## src/logic/bdm_defs.svh

```systemverilog
`ifndef BDM_DEFS_SVH
`define BDM_DEFS_SVH

`define BDM_DATA_W 8
`define BDM_ADDR_IND0 8'h00
`define BDM_ADDR_PTR0 8'h01
`define BDM_ADDR_INDA 8'h02
`define BDM_ADDR_PTRA_LO 8'h03
`define BDM_ADDR_PTRA_SEC 8'h04
`define BDM_ADDR_INDB 8'h0c
`define BDM_ADDR_PTRB_LO 8'h0d
`define BDM_ADDR_PTRB_SEC 8'h0e
`define BDM_SFR_FIRST 8'h00
`define BDM_SFR_LAST 8'h7f
`define BDM_SFR_TOP_USED 8'h4c
`define BDM_UNUSED_A 8'h0b
`define BDM_UNUSED_B 8'h3f
`define BDM_EEC_ADDR 8'h40
`define BDM_EEC_SECTOR 8'h01
`define BDM_RAM_FIRST 8'h80
`define BDM_RAM_LAST 8'hbf
`define BDM_RAM_DEPTH 64
`define BDM_RAM_IDX_W 6
`define BDM_NUM_SECTORS 2
`define BDM_NUM_PTRS 5
`define BDM_PTR_RESET 8'h00
`define BDM_RAM_RESET 8'h00
`define BDM_ZERO 8'h00

`endif

```

## src/logic/bdm_pkg.sv

```systemverilog
`include "bdm_defs.svh"

package bdm_pkg;

    typedef logic [`BDM_DATA_W-1:0] bdm_byte_t;

    typedef enum logic [1:0] {
        BDM_OP_READ = 2'h0,
        BDM_OP_WRITE = 2'h1,
        BDM_OP_BSET = 2'h2,
        BDM_OP_BCLR = 2'h3
    } bdm_op_e;

    typedef enum logic [2:0] {
        BDM_TGT_NONE = 3'h0,
        BDM_TGT_IND = 3'h1,
        BDM_TGT_PTR = 3'h2,
        BDM_TGT_RAM = 3'h3,
        BDM_TGT_SFR = 3'h4
    } bdm_tgt_e;

    typedef struct packed {
        bdm_tgt_e tgt;
        bdm_byte_t sector;
        bdm_byte_t offset;
    } bdm_loc_s;

    // Classifies one sector/offset pair; used for the direct and the indirect step
    function automatic bdm_loc_s bdm_decode(input bdm_byte_t sec, input bdm_byte_t off,
                                            input bdm_byte_t nsec);
        bdm_loc_s loc;
        loc.sector = sec;
        loc.offset = off;
        loc.tgt = BDM_TGT_NONE;
        if (sec >= nsec) begin
            loc.tgt = BDM_TGT_NONE;
        end else if (sec == 8'h00) begin
            if (off <= `BDM_SFR_LAST) begin
                case (off)
                    `BDM_ADDR_IND0, `BDM_ADDR_INDA, `BDM_ADDR_INDB: loc.tgt = BDM_TGT_IND;
                    `BDM_ADDR_PTR0, `BDM_ADDR_PTRA_LO, `BDM_ADDR_PTRA_SEC,
                    `BDM_ADDR_PTRB_LO, `BDM_ADDR_PTRB_SEC: loc.tgt = BDM_TGT_PTR;
                    `BDM_UNUSED_A, `BDM_UNUSED_B, `BDM_EEC_ADDR: loc.tgt = BDM_TGT_NONE;
                    default: loc.tgt = (off > `BDM_SFR_TOP_USED) ? BDM_TGT_NONE : BDM_TGT_SFR;
                endcase
            end else if (off <= `BDM_RAM_LAST) begin
                loc.tgt = BDM_TGT_RAM;
            end
        end else if (sec == `BDM_EEC_SECTOR && off == `BDM_EEC_ADDR) begin
            loc.tgt = BDM_TGT_SFR;
        end
        return loc;
    endfunction

    function automatic logic [2:0] bdm_ptr_idx(input bdm_byte_t off);
        case (off)
            `BDM_ADDR_PTR0: bdm_ptr_idx = 3'h0;
            `BDM_ADDR_PTRA_LO: bdm_ptr_idx = 3'h1;
            `BDM_ADDR_PTRA_SEC: bdm_ptr_idx = 3'h2;
            `BDM_ADDR_PTRB_LO: bdm_ptr_idx = 3'h3;
            default: bdm_ptr_idx = 3'h4;
        endcase
    endfunction

endpackage

```

## src/logic/bdm_ram_if.sv

```systemverilog
`timescale 1ns/1ps
`include "bdm_defs.svh"

interface bdm_ram_if;
    logic [`BDM_RAM_IDX_W-1:0] idx;
    logic wr;
    logic [`BDM_DATA_W-1:0] wdata;
    logic [`BDM_DATA_W-1:0] rdata;
    modport ctrl (output idx, output wr, output wdata, input rdata);
    modport mem (input idx, input wr, input wdata, output rdata);
endinterface

```

## src/logic/bdm_data_mem.sv

```systemverilog
// Functional notes
// RULE1 - Every data location is one byte wide.
// RULE2 - Special-function area is 00H to 7FH, reachable only in sector 0.
// RULE3 - EEPROM control register answers only at 40H of sector 1.
// RULE4 - Addressing starts at 00H with the first special-function location.
// RULE5 - 64 bytes of general RAM sit at 80H to BFH of sector 0.
// RULE6 - General RAM is read/write and supports single-bit set and clear.
// RULE7 - Unused special-function addresses read 00H.
// RULE8 - Read-only special-function registers ignore writes but still read back.
// RULE9 - Indirect ports redirect to the paired pointer target; they hold no storage.
// RULE10 - The first indirect port always resolves inside sector 0.
// RULE11 - Other two ports take offset from pointer low, sector from pointer high.
// RULE12 - An indirect port reached as target reads 00H and ignores writes.
// RULE13 - Five pointer bytes are real read/write/bit-operable registers.
// RULE14 - Extended direct accesses carry a sector number above the offset.
// RULE15 - Sector digit one above an offset selects that offset in sector 1.
// RULE16 - Unimplemented sectors or addresses read zero and ignore writes.
`timescale 1ns/1ps
`include "bdm_defs.svh"

module bdm_data_mem import bdm_pkg::*; #(
    parameter int NUM_SECTORS = `BDM_NUM_SECTORS,
    parameter int RAM_DEPTH = `BDM_RAM_DEPTH
) (
    input wire logic clk,
    input wire logic nrst,
    input wire logic req_valid,
    output logic req_ready,
    input wire logic [1:0] req_op,
    input wire logic req_ext,
    input wire logic [7:0] req_sector,
    input wire logic [7:0] req_offset,
    input wire logic [7:0] req_wdata,
    input wire logic [2:0] req_bit,
    output logic rsp_valid,
    output logic [7:0] rsp_data,
    output logic sfr_rd,
    output logic sfr_wr,
    output logic [7:0] sfr_addr,
    output logic sfr_sector1,
    output logic [7:0] sfr_wdata,
    input wire logic [7:0] sfr_rdata,
    input wire logic sfr_ro
);

    ////////////////////////////////////////////////////////////////////////////
    // Request acceptance and address resolution

    bdm_byte_t ptr_reg [`BDM_NUM_PTRS];
    logic ready_reg;
    logic accept;
    bdm_loc_s loc_dir;
    bdm_loc_s loc_res;
    bdm_byte_t dir_sector;

    logic s1_valid_reg;
    bdm_loc_s s1_loc_reg;
    bdm_op_e s1_op_reg;
    bdm_byte_t s1_wdata_reg;
    logic [2:0] s1_bit_reg;

    assign accept = req_valid && ready_reg;
    // Plain direct accesses stay in sector 0; only extended ones carry a sector
    assign dir_sector = req_ext ? req_sector : 8'h00; // RULE14

    always_comb begin
        loc_dir = bdm_decode(dir_sector, req_offset, 8'(NUM_SECTORS)); // RULE2 RULE3 RULE4 RULE15
        loc_res = loc_dir;
        if (loc_dir.tgt == BDM_TGT_IND) begin // RULE9
            case (loc_dir.offset)
                `BDM_ADDR_IND0: loc_res = bdm_decode(8'h00, ptr_reg[0],
                                                     8'(NUM_SECTORS)); // RULE10
                `BDM_ADDR_INDA: loc_res = bdm_decode(ptr_reg[2], ptr_reg[1],
                                                     8'(NUM_SECTORS)); // RULE11
                default: loc_res = bdm_decode(ptr_reg[4], ptr_reg[3],
                                              8'(NUM_SECTORS)); // RULE11
            endcase
            // A pointer aimed back at a port finds nothing there
            if (loc_res.tgt == BDM_TGT_IND) begin
                loc_res.tgt = BDM_TGT_NONE; // RULE12
            end
        end
    end

    // One request every two cycles keeps a pointer update ahead of the next resolve
    always_ff @(posedge clk) begin
        if (!nrst) begin
            ready_reg <= 1'b1;
        end else begin
            ready_reg <= !accept;
        end
    end

    always_ff @(posedge clk) begin
        if (!nrst) begin
            s1_valid_reg <= 1'b0;
            s1_loc_reg <= '{tgt: BDM_TGT_NONE, sector: 8'h00, offset: 8'h00};
            s1_op_reg <= BDM_OP_READ;
            s1_wdata_reg <= `BDM_ZERO;
            s1_bit_reg <= 3'h0;
        end else begin
            s1_valid_reg <= accept;
            if (accept) begin
                s1_loc_reg <= loc_res;
                s1_op_reg <= bdm_op_e'(req_op);
                s1_wdata_reg <= req_wdata;
                s1_bit_reg <= req_bit;
            end
        end
    end

    ////////////////////////////////////////////////////////////////////////////
    // External special-function strobes

    logic sfr_rd_reg;
    logic sfr_wr_reg;
    bdm_byte_t sfr_addr_reg;
    logic sfr_sector1_reg;
    bdm_byte_t sfr_wdata_reg;

    always_ff @(posedge clk) begin
        if (!nrst) begin
            sfr_rd_reg <= 1'b0;
            sfr_addr_reg <= `BDM_ZERO;
            sfr_sector1_reg <= 1'b0;
        end else begin
            sfr_rd_reg <= accept && (loc_res.tgt == BDM_TGT_SFR);
            if (accept && loc_res.tgt == BDM_TGT_SFR) begin
                sfr_addr_reg <= loc_res.offset;
                sfr_sector1_reg <= (loc_res.sector == `BDM_EEC_SECTOR); // RULE3
            end
        end
    end

    ////////////////////////////////////////////////////////////////////////////
    // Data phase: fetch old byte, merge, write back

    bdm_ram_if ram_bus ();
    bdm_byte_t old_val;
    bdm_byte_t new_val;
    bdm_byte_t bit_mask;
    logic wr_en;
    logic [2:0] s1_ptr_idx;

    assign s1_ptr_idx = bdm_ptr_idx(s1_loc_reg.offset);
    assign bit_mask = 8'h01 << s1_bit_reg;
    assign wr_en = s1_valid_reg && (s1_op_reg != BDM_OP_READ);

    always_comb begin
        case (s1_loc_reg.tgt)
            BDM_TGT_PTR: old_val = ptr_reg[s1_ptr_idx]; // RULE13
            BDM_TGT_RAM: old_val = ram_bus.rdata; // RULE5
            BDM_TGT_SFR: old_val = sfr_rdata; // RULE8
            default: old_val = `BDM_ZERO; // RULE7 RULE12 RULE16
        endcase
    end

    always_comb begin
        case (s1_op_reg)
            BDM_OP_WRITE: new_val = s1_wdata_reg;
            BDM_OP_BSET: new_val = old_val | bit_mask; // RULE6
            BDM_OP_BCLR: new_val = old_val & ~bit_mask; // RULE6
            default: new_val = old_val;
        endcase
    end

    assign ram_bus.idx = s1_loc_reg.offset[`BDM_RAM_IDX_W-1:0]; // RULE5
    assign ram_bus.wr = wr_en && (s1_loc_reg.tgt == BDM_TGT_RAM); // RULE6
    assign ram_bus.wdata = new_val; // RULE1

    bdm_gp_ram #(
        .DEPTH(RAM_DEPTH)
    ) u_ram (
        .clk(clk),
        .nrst(nrst),
        .bus(ram_bus.mem)
    );

    always_ff @(posedge clk) begin
        if (!nrst) begin
            for (int i = 0; i < `BDM_NUM_PTRS; i++) begin
                ptr_reg[i] <= `BDM_PTR_RESET;
            end
        end else if (wr_en && s1_loc_reg.tgt == BDM_TGT_PTR) begin
            ptr_reg[s1_ptr_idx] <= new_val; // RULE13
        end
    end

    // Read-only registers flag themselves during the read strobe; the write is dropped
    always_ff @(posedge clk) begin
        if (!nrst) begin
            sfr_wr_reg <= 1'b0;
            sfr_wdata_reg <= `BDM_ZERO;
        end else begin
            sfr_wr_reg <= wr_en && (s1_loc_reg.tgt == BDM_TGT_SFR) && !sfr_ro; // RULE8
            if (wr_en && s1_loc_reg.tgt == BDM_TGT_SFR) begin
                sfr_wdata_reg <= new_val;
            end
        end
    end

    ////////////////////////////////////////////////////////////////////////////
    // Response

    logic rsp_valid_reg;
    bdm_byte_t rsp_data_reg;

    always_ff @(posedge clk) begin
        if (!nrst) begin
            rsp_valid_reg <= 1'b0;
            rsp_data_reg <= `BDM_ZERO;
        end else begin
            rsp_valid_reg <= s1_valid_reg;
            if (s1_valid_reg) begin
                rsp_data_reg <= old_val;
            end
        end
    end

    assign req_ready = ready_reg;
    assign rsp_valid = rsp_valid_reg;
    assign rsp_data = rsp_data_reg;
    assign sfr_rd = sfr_rd_reg;
    assign sfr_wr = sfr_wr_reg;
    assign sfr_addr = sfr_addr_reg;
    assign sfr_sector1 = sfr_sector1_reg;
    assign sfr_wdata = sfr_wdata_reg;
endmodule

```

## src/logic/bdm_gp_ram.sv

```systemverilog
`timescale 1ns/1ps
`include "bdm_defs.svh"

module bdm_gp_ram import bdm_pkg::*; #(
    parameter int DEPTH = `BDM_RAM_DEPTH
) (
    input wire logic clk,
    input wire logic nrst,
    bdm_ram_if.mem bus
);
    bdm_byte_t mem_reg [DEPTH];

    // Whole-byte writes only; bit operations are merged upstream
    always_ff @(posedge clk) begin
        if (!nrst) begin
            for (int i = 0; i < DEPTH; i++) begin
                mem_reg[i] <= `BDM_RAM_RESET;
            end
        end else if (bus.wr) begin
            mem_reg[bus.idx] <= bus.wdata; // RULE6
        end
    end

    assign bus.rdata = mem_reg[bus.idx];
endmodule

```

## config.mk

```make
export PLATFORM = sky130hd
export DESIGN_NAME = bdm_data_mem
export DESIGN_NICKNAME = d
export VERILOG_FILES = /design/src/logic/bdm_pkg.sv /design/src/logic/bdm_ram_if.sv /design/src/logic/bdm_data_mem.sv /design/src/logic/bdm_gp_ram.sv
export VERILOG_INCLUDE_DIRS = /design/src /design/src/logic
export SDC_FILE = /design/constraint.sdc
export NUM_CORES = 1
export LEC_CHECK = 0
export ABC_AREA = 1
export ABC_CLOCK_PERIOD_IN_PS = 4600
export BUFFER_PORTS_ARGS = -buffer_cell sky130_fd_sc_hd__buf_2
export CELL_PAD_IN_SITES_DETAIL_PLACEMENT = 2
export CELL_PAD_IN_SITES_GLOBAL_PLACEMENT = 2
export CORE_MARGIN = 1.5
export CORE_UTILIZATION = 38
export DETAILED_ROUTE_END_ITERATION = 6
export PLACE_DENSITY = 0.77
export SYNTH_ARGS = -nofsm -noshare
export SYNTH_HDL_FRONTEND = slang
export SYNTH_SLANG_ARGS = --single-unit
```

## constraint.sdc

```tcl
create_clock -name clk -period 4.6 [get_ports clk]
set_input_delay 0.46 -clock clk [delete_from_list [all_inputs] [get_ports clk]]
set_output_delay 0.46 -clock clk [all_outputs]
set_load 0.02 [all_outputs]
```

==> run metrics <==
status finished, final reports clean; CP max-delay cell inv_6; Clock Skews 0.0230 ns; post-synth cell types around 40; Layout area overhead 12.3%; CP top delay family simple AND/OR/NAND/NOR gates; worst min-delay path class input pin to flip-flop; cell count after synthesis about 3.3k; Synth async-reset ratio 0%; PostCTS Resize Cnt 0; Largest register FFs 512; CTS Buf Count ~70; Setup TNS Final 0 ns; initial antenna violation count 1; Largest stage delay, worst path between 0.4 and 0.5 ns; CP bufs+invs 3; antenna viol nets, final 0; Tcrit/Tclk final 85.9%; Logic pwr share between 10 and 15%; P_int 9740 µW; root buf cell clkbuf_16; switching part of the total approximately 27%; dpl cell area between 0.03 and 0.04 mm²; ranking of synthesized cells by area edfxtp_1, nand2_1, nand3_1, nor2_1, dfxtp_1; worst hold slack roughly 0.034 ns; max-slew headroom at the worst pin between 15 and 20%; Final min period approximately 4.0 ns; worst-path cell chain inv_6, buf_4, nand2_1, nand3_1, nand3_1, nand2_1, nand2_1, nand3_1, nand2_1, nand2_1, nand3_1, nand3_1, nand2_1, nand2_1, nand2_4, buf_12, nor2_1; leakage power 0.0126 µW; fmax ~0.25 GHz; Via Count 24.0k; Worst-Margin Slew 1.26 ns; drt initial violations 1850; Worst Hold Endpoint sfr_wr; Reg-to-Reg End u_ram.mem_reg[5][5]; Initial Util a little under two fifths; GR Util All Layers between 20 and 30%; power density cells slightly above 400 mW/mm²; worst endpoint required time approximately 5.1 ns; sequential area share after synthesis about three fifths; Pre-antenna DRT Iters 5; sw power 3610 µW; Layout Nets 3308; I/O Buffers 70; die height between 200 and 300 µm; synthesized area just under 0.03 mm²; CTS tree done; Worst R2R Path Depth 17; DR vias/cell about 5.6; Synth top area share between 50% and 60%; post-route cell area 0.0326 mm²; maximum root-to-sink buffer count 3; first-pass GRT wire length around 160000 µm; clock net sink count roughly 610; Clock transition at path regs 0.06 ns; Setup crit start kind flip-flop; placed cell count 4171; crit end category flip-flop; WL/cell approximately 25 µm; Ports 71; Min-Delay Startpoint sfr_ro; pin count of the biggest net entering global routing between 150 and 200; fraction of power consumed by the clock network between 40 and 50%; internal reg-to-reg setup slack roughly 0.65 ns; Post-synth top flop edfxtp_1; syn_nets between 3k and 4k; Mapped Avg Cell Area around 8.9 µm²; Cell Rows just over 100; post-DP HPWL roughly 71000 µm; Die ar. roughly 0.078 mm²; Most Frequent Cell on Critical Path nand2_1; Seq cells post-synth a little over 600; H-tree depth 3; share of layout cells above drive strength 1 between 7 and 8%; worst hold path stage count 2; core area approximately 0.076 mm²; final core utilization ~43%; number of global-route vias before repair between 20k and 30k; non-filler instance count after layout approximately 4.3k; Post-synth EDFFs approximately 550; total grt overflow 0; area leader, netlist edfxtp_1; Setup Fix Bufs, Post-CTS 0; synthesis warning total 0; Die Wd 280 µm; final setup vio count 0; fillers around 8.3k; Peak VDD IR ~0.23 mV; clock latency on the worst-skew pair roughly 0.63 ns; critical path type flip-flop to flip-flop; unrepaired setup endpoints after global routing no; Final Routed Wirelength roughly 110000 µm; Hold Buf Count CTS 0; Max Cap Violations 0; Arr. time, crit path roughly 4.4 ns; critical-path maximum fanout between 70 and 80; RePlAce Congestion between 0.8 and 0.9; Fin. Hold Viols 0; sequential share of power 47.4%; Slew Limit Fails 0; DRC viols 0
## routing by layer
metal	up-vias	track usage (%)	share of wire, %
met4	2	10.0	3.2
li1	10900	-	-
met1	12400	36.2	42
met2	566	48.2	50
met5	-	0	0.011
met3	200	3.54	4.5
## worst max path at each step
stage / slack [ns] / to / cells after the start
finish: 0.65 / u_ram.mem_reg[5][5] / 17
global route: 0.50 / u_ram.mem_reg[4][3] / 16
CTS: 0.66 / u_ram.mem_reg[5][5] / 17
detailed placement: 0.71 / u_ram.mem_reg[5][5] / 17
global placement: 0.82 / u_ram.mem_reg[32][5] / 17
floorplan: 2.09 / u_ram.mem_reg[0][0] / 7
## cell usage in the layout (no fill, tap or decap), drive strengths merged, types with 10 or more instances in the layout
| cell | instances |
|---|---|
| o22ai | 10 |
| buf | 126 |
| dfxtp | 60 |
| edfxtp | 552 |
| nand4 | 12 |
| a21oi | 35 |
| nand2 | 996 |
| o21ai | 44 |
| clkbuf | 93 |
| clkinv | 30 |
| nand3 | 505 |
| inv | 122 |
| nor3 | 29 |
| nor2 | 653 |
## power groups by stage
stage / clock network (µW) / registers (µW) / logic [µW]
final: 5530 / 6330 / 1490
after global routing: 5830 / 6350 / 1590
after CTS: 5620 / 6330 / 1490
after detailed placement: 0 / 6440 / 1480
after global placement: 0 / 6430 / 1430
after floorplan: 0 / 6400 / 858
## cells in the mapped netlist (2+ instances only)
library cell  count
buf_1            23
o221ai_1          2
nand3b_1          2
nor4_2            4
nand4_1          12
nand3_1         505
clkbuf_1         55
buf_6             3
clkinv_1          3
nand2_2          16
nor3_4            2
dfxtp_1          60
o21ai_1           3
and2_1            2
o22ai_1          10
nor2_1          652
a21boi_1          7
buf_4            23
nor4_1            4
a22o_1            9
edfxtp_1        552
inv_1           112
buf_2            92
nor3_1           26
inv_2             8
o211ai_1          9
nand2_1         979
o21ai_0          41
a21oi_1          35
## through the flow
step	power (µW)	setup WS, ns
2_1_floorplan	7250	2.09
3_3_place_gp	7860	0.817
3_5_place_dp	7920	0.707
4_1_cts	13400	0.655
5_1_grt	13800	0.496
6_report	13300	0.648
## logic make-up after synthesis
kind of cell / count (synthesis) / synth area share, %
simple gates: 2210 / 31.4
flops: 612 / 61.2
buf+inv: 319 / 4.89
compound gates: 122 / 2.48
## cell type report
type | instances | area (µm²) | area share, %
diodes | 1 | 2.50 | 0.00767
clock buffers | 93 | 1920 | 5.90
clock inverters | 35 | 278 | 0.852
inverters | 123 | 469 | 1.44
multi-input cells | 2332 | 9930 | 30.4
flip-flops and latches | 612 | 17800 | 54.5
well taps | 978 | 1220 | 3.75
repair buffers | 126 | 1010 | 3.10
## worst reg2reg max path, stage by stage (launching register included)
cell and delay (ns):
dfxtp_4 0.37, inv_6 0.45, buf_4 0.49, nand2_1 0.11, nand3_1 0.10, nand3_1 0.17, nand2_1 0.17, nand2_1 0.08
nand3_1 0.25, nand2_1 0.16, nand2_1 0.14, nand3_1 0.17, nand3_1 0.13, nand2_1 0.07, nand2_1 0.11, nand2_4 0.35
buf_12 0.33, nor2_1 0.14
(Power assumes the default switching activity.)
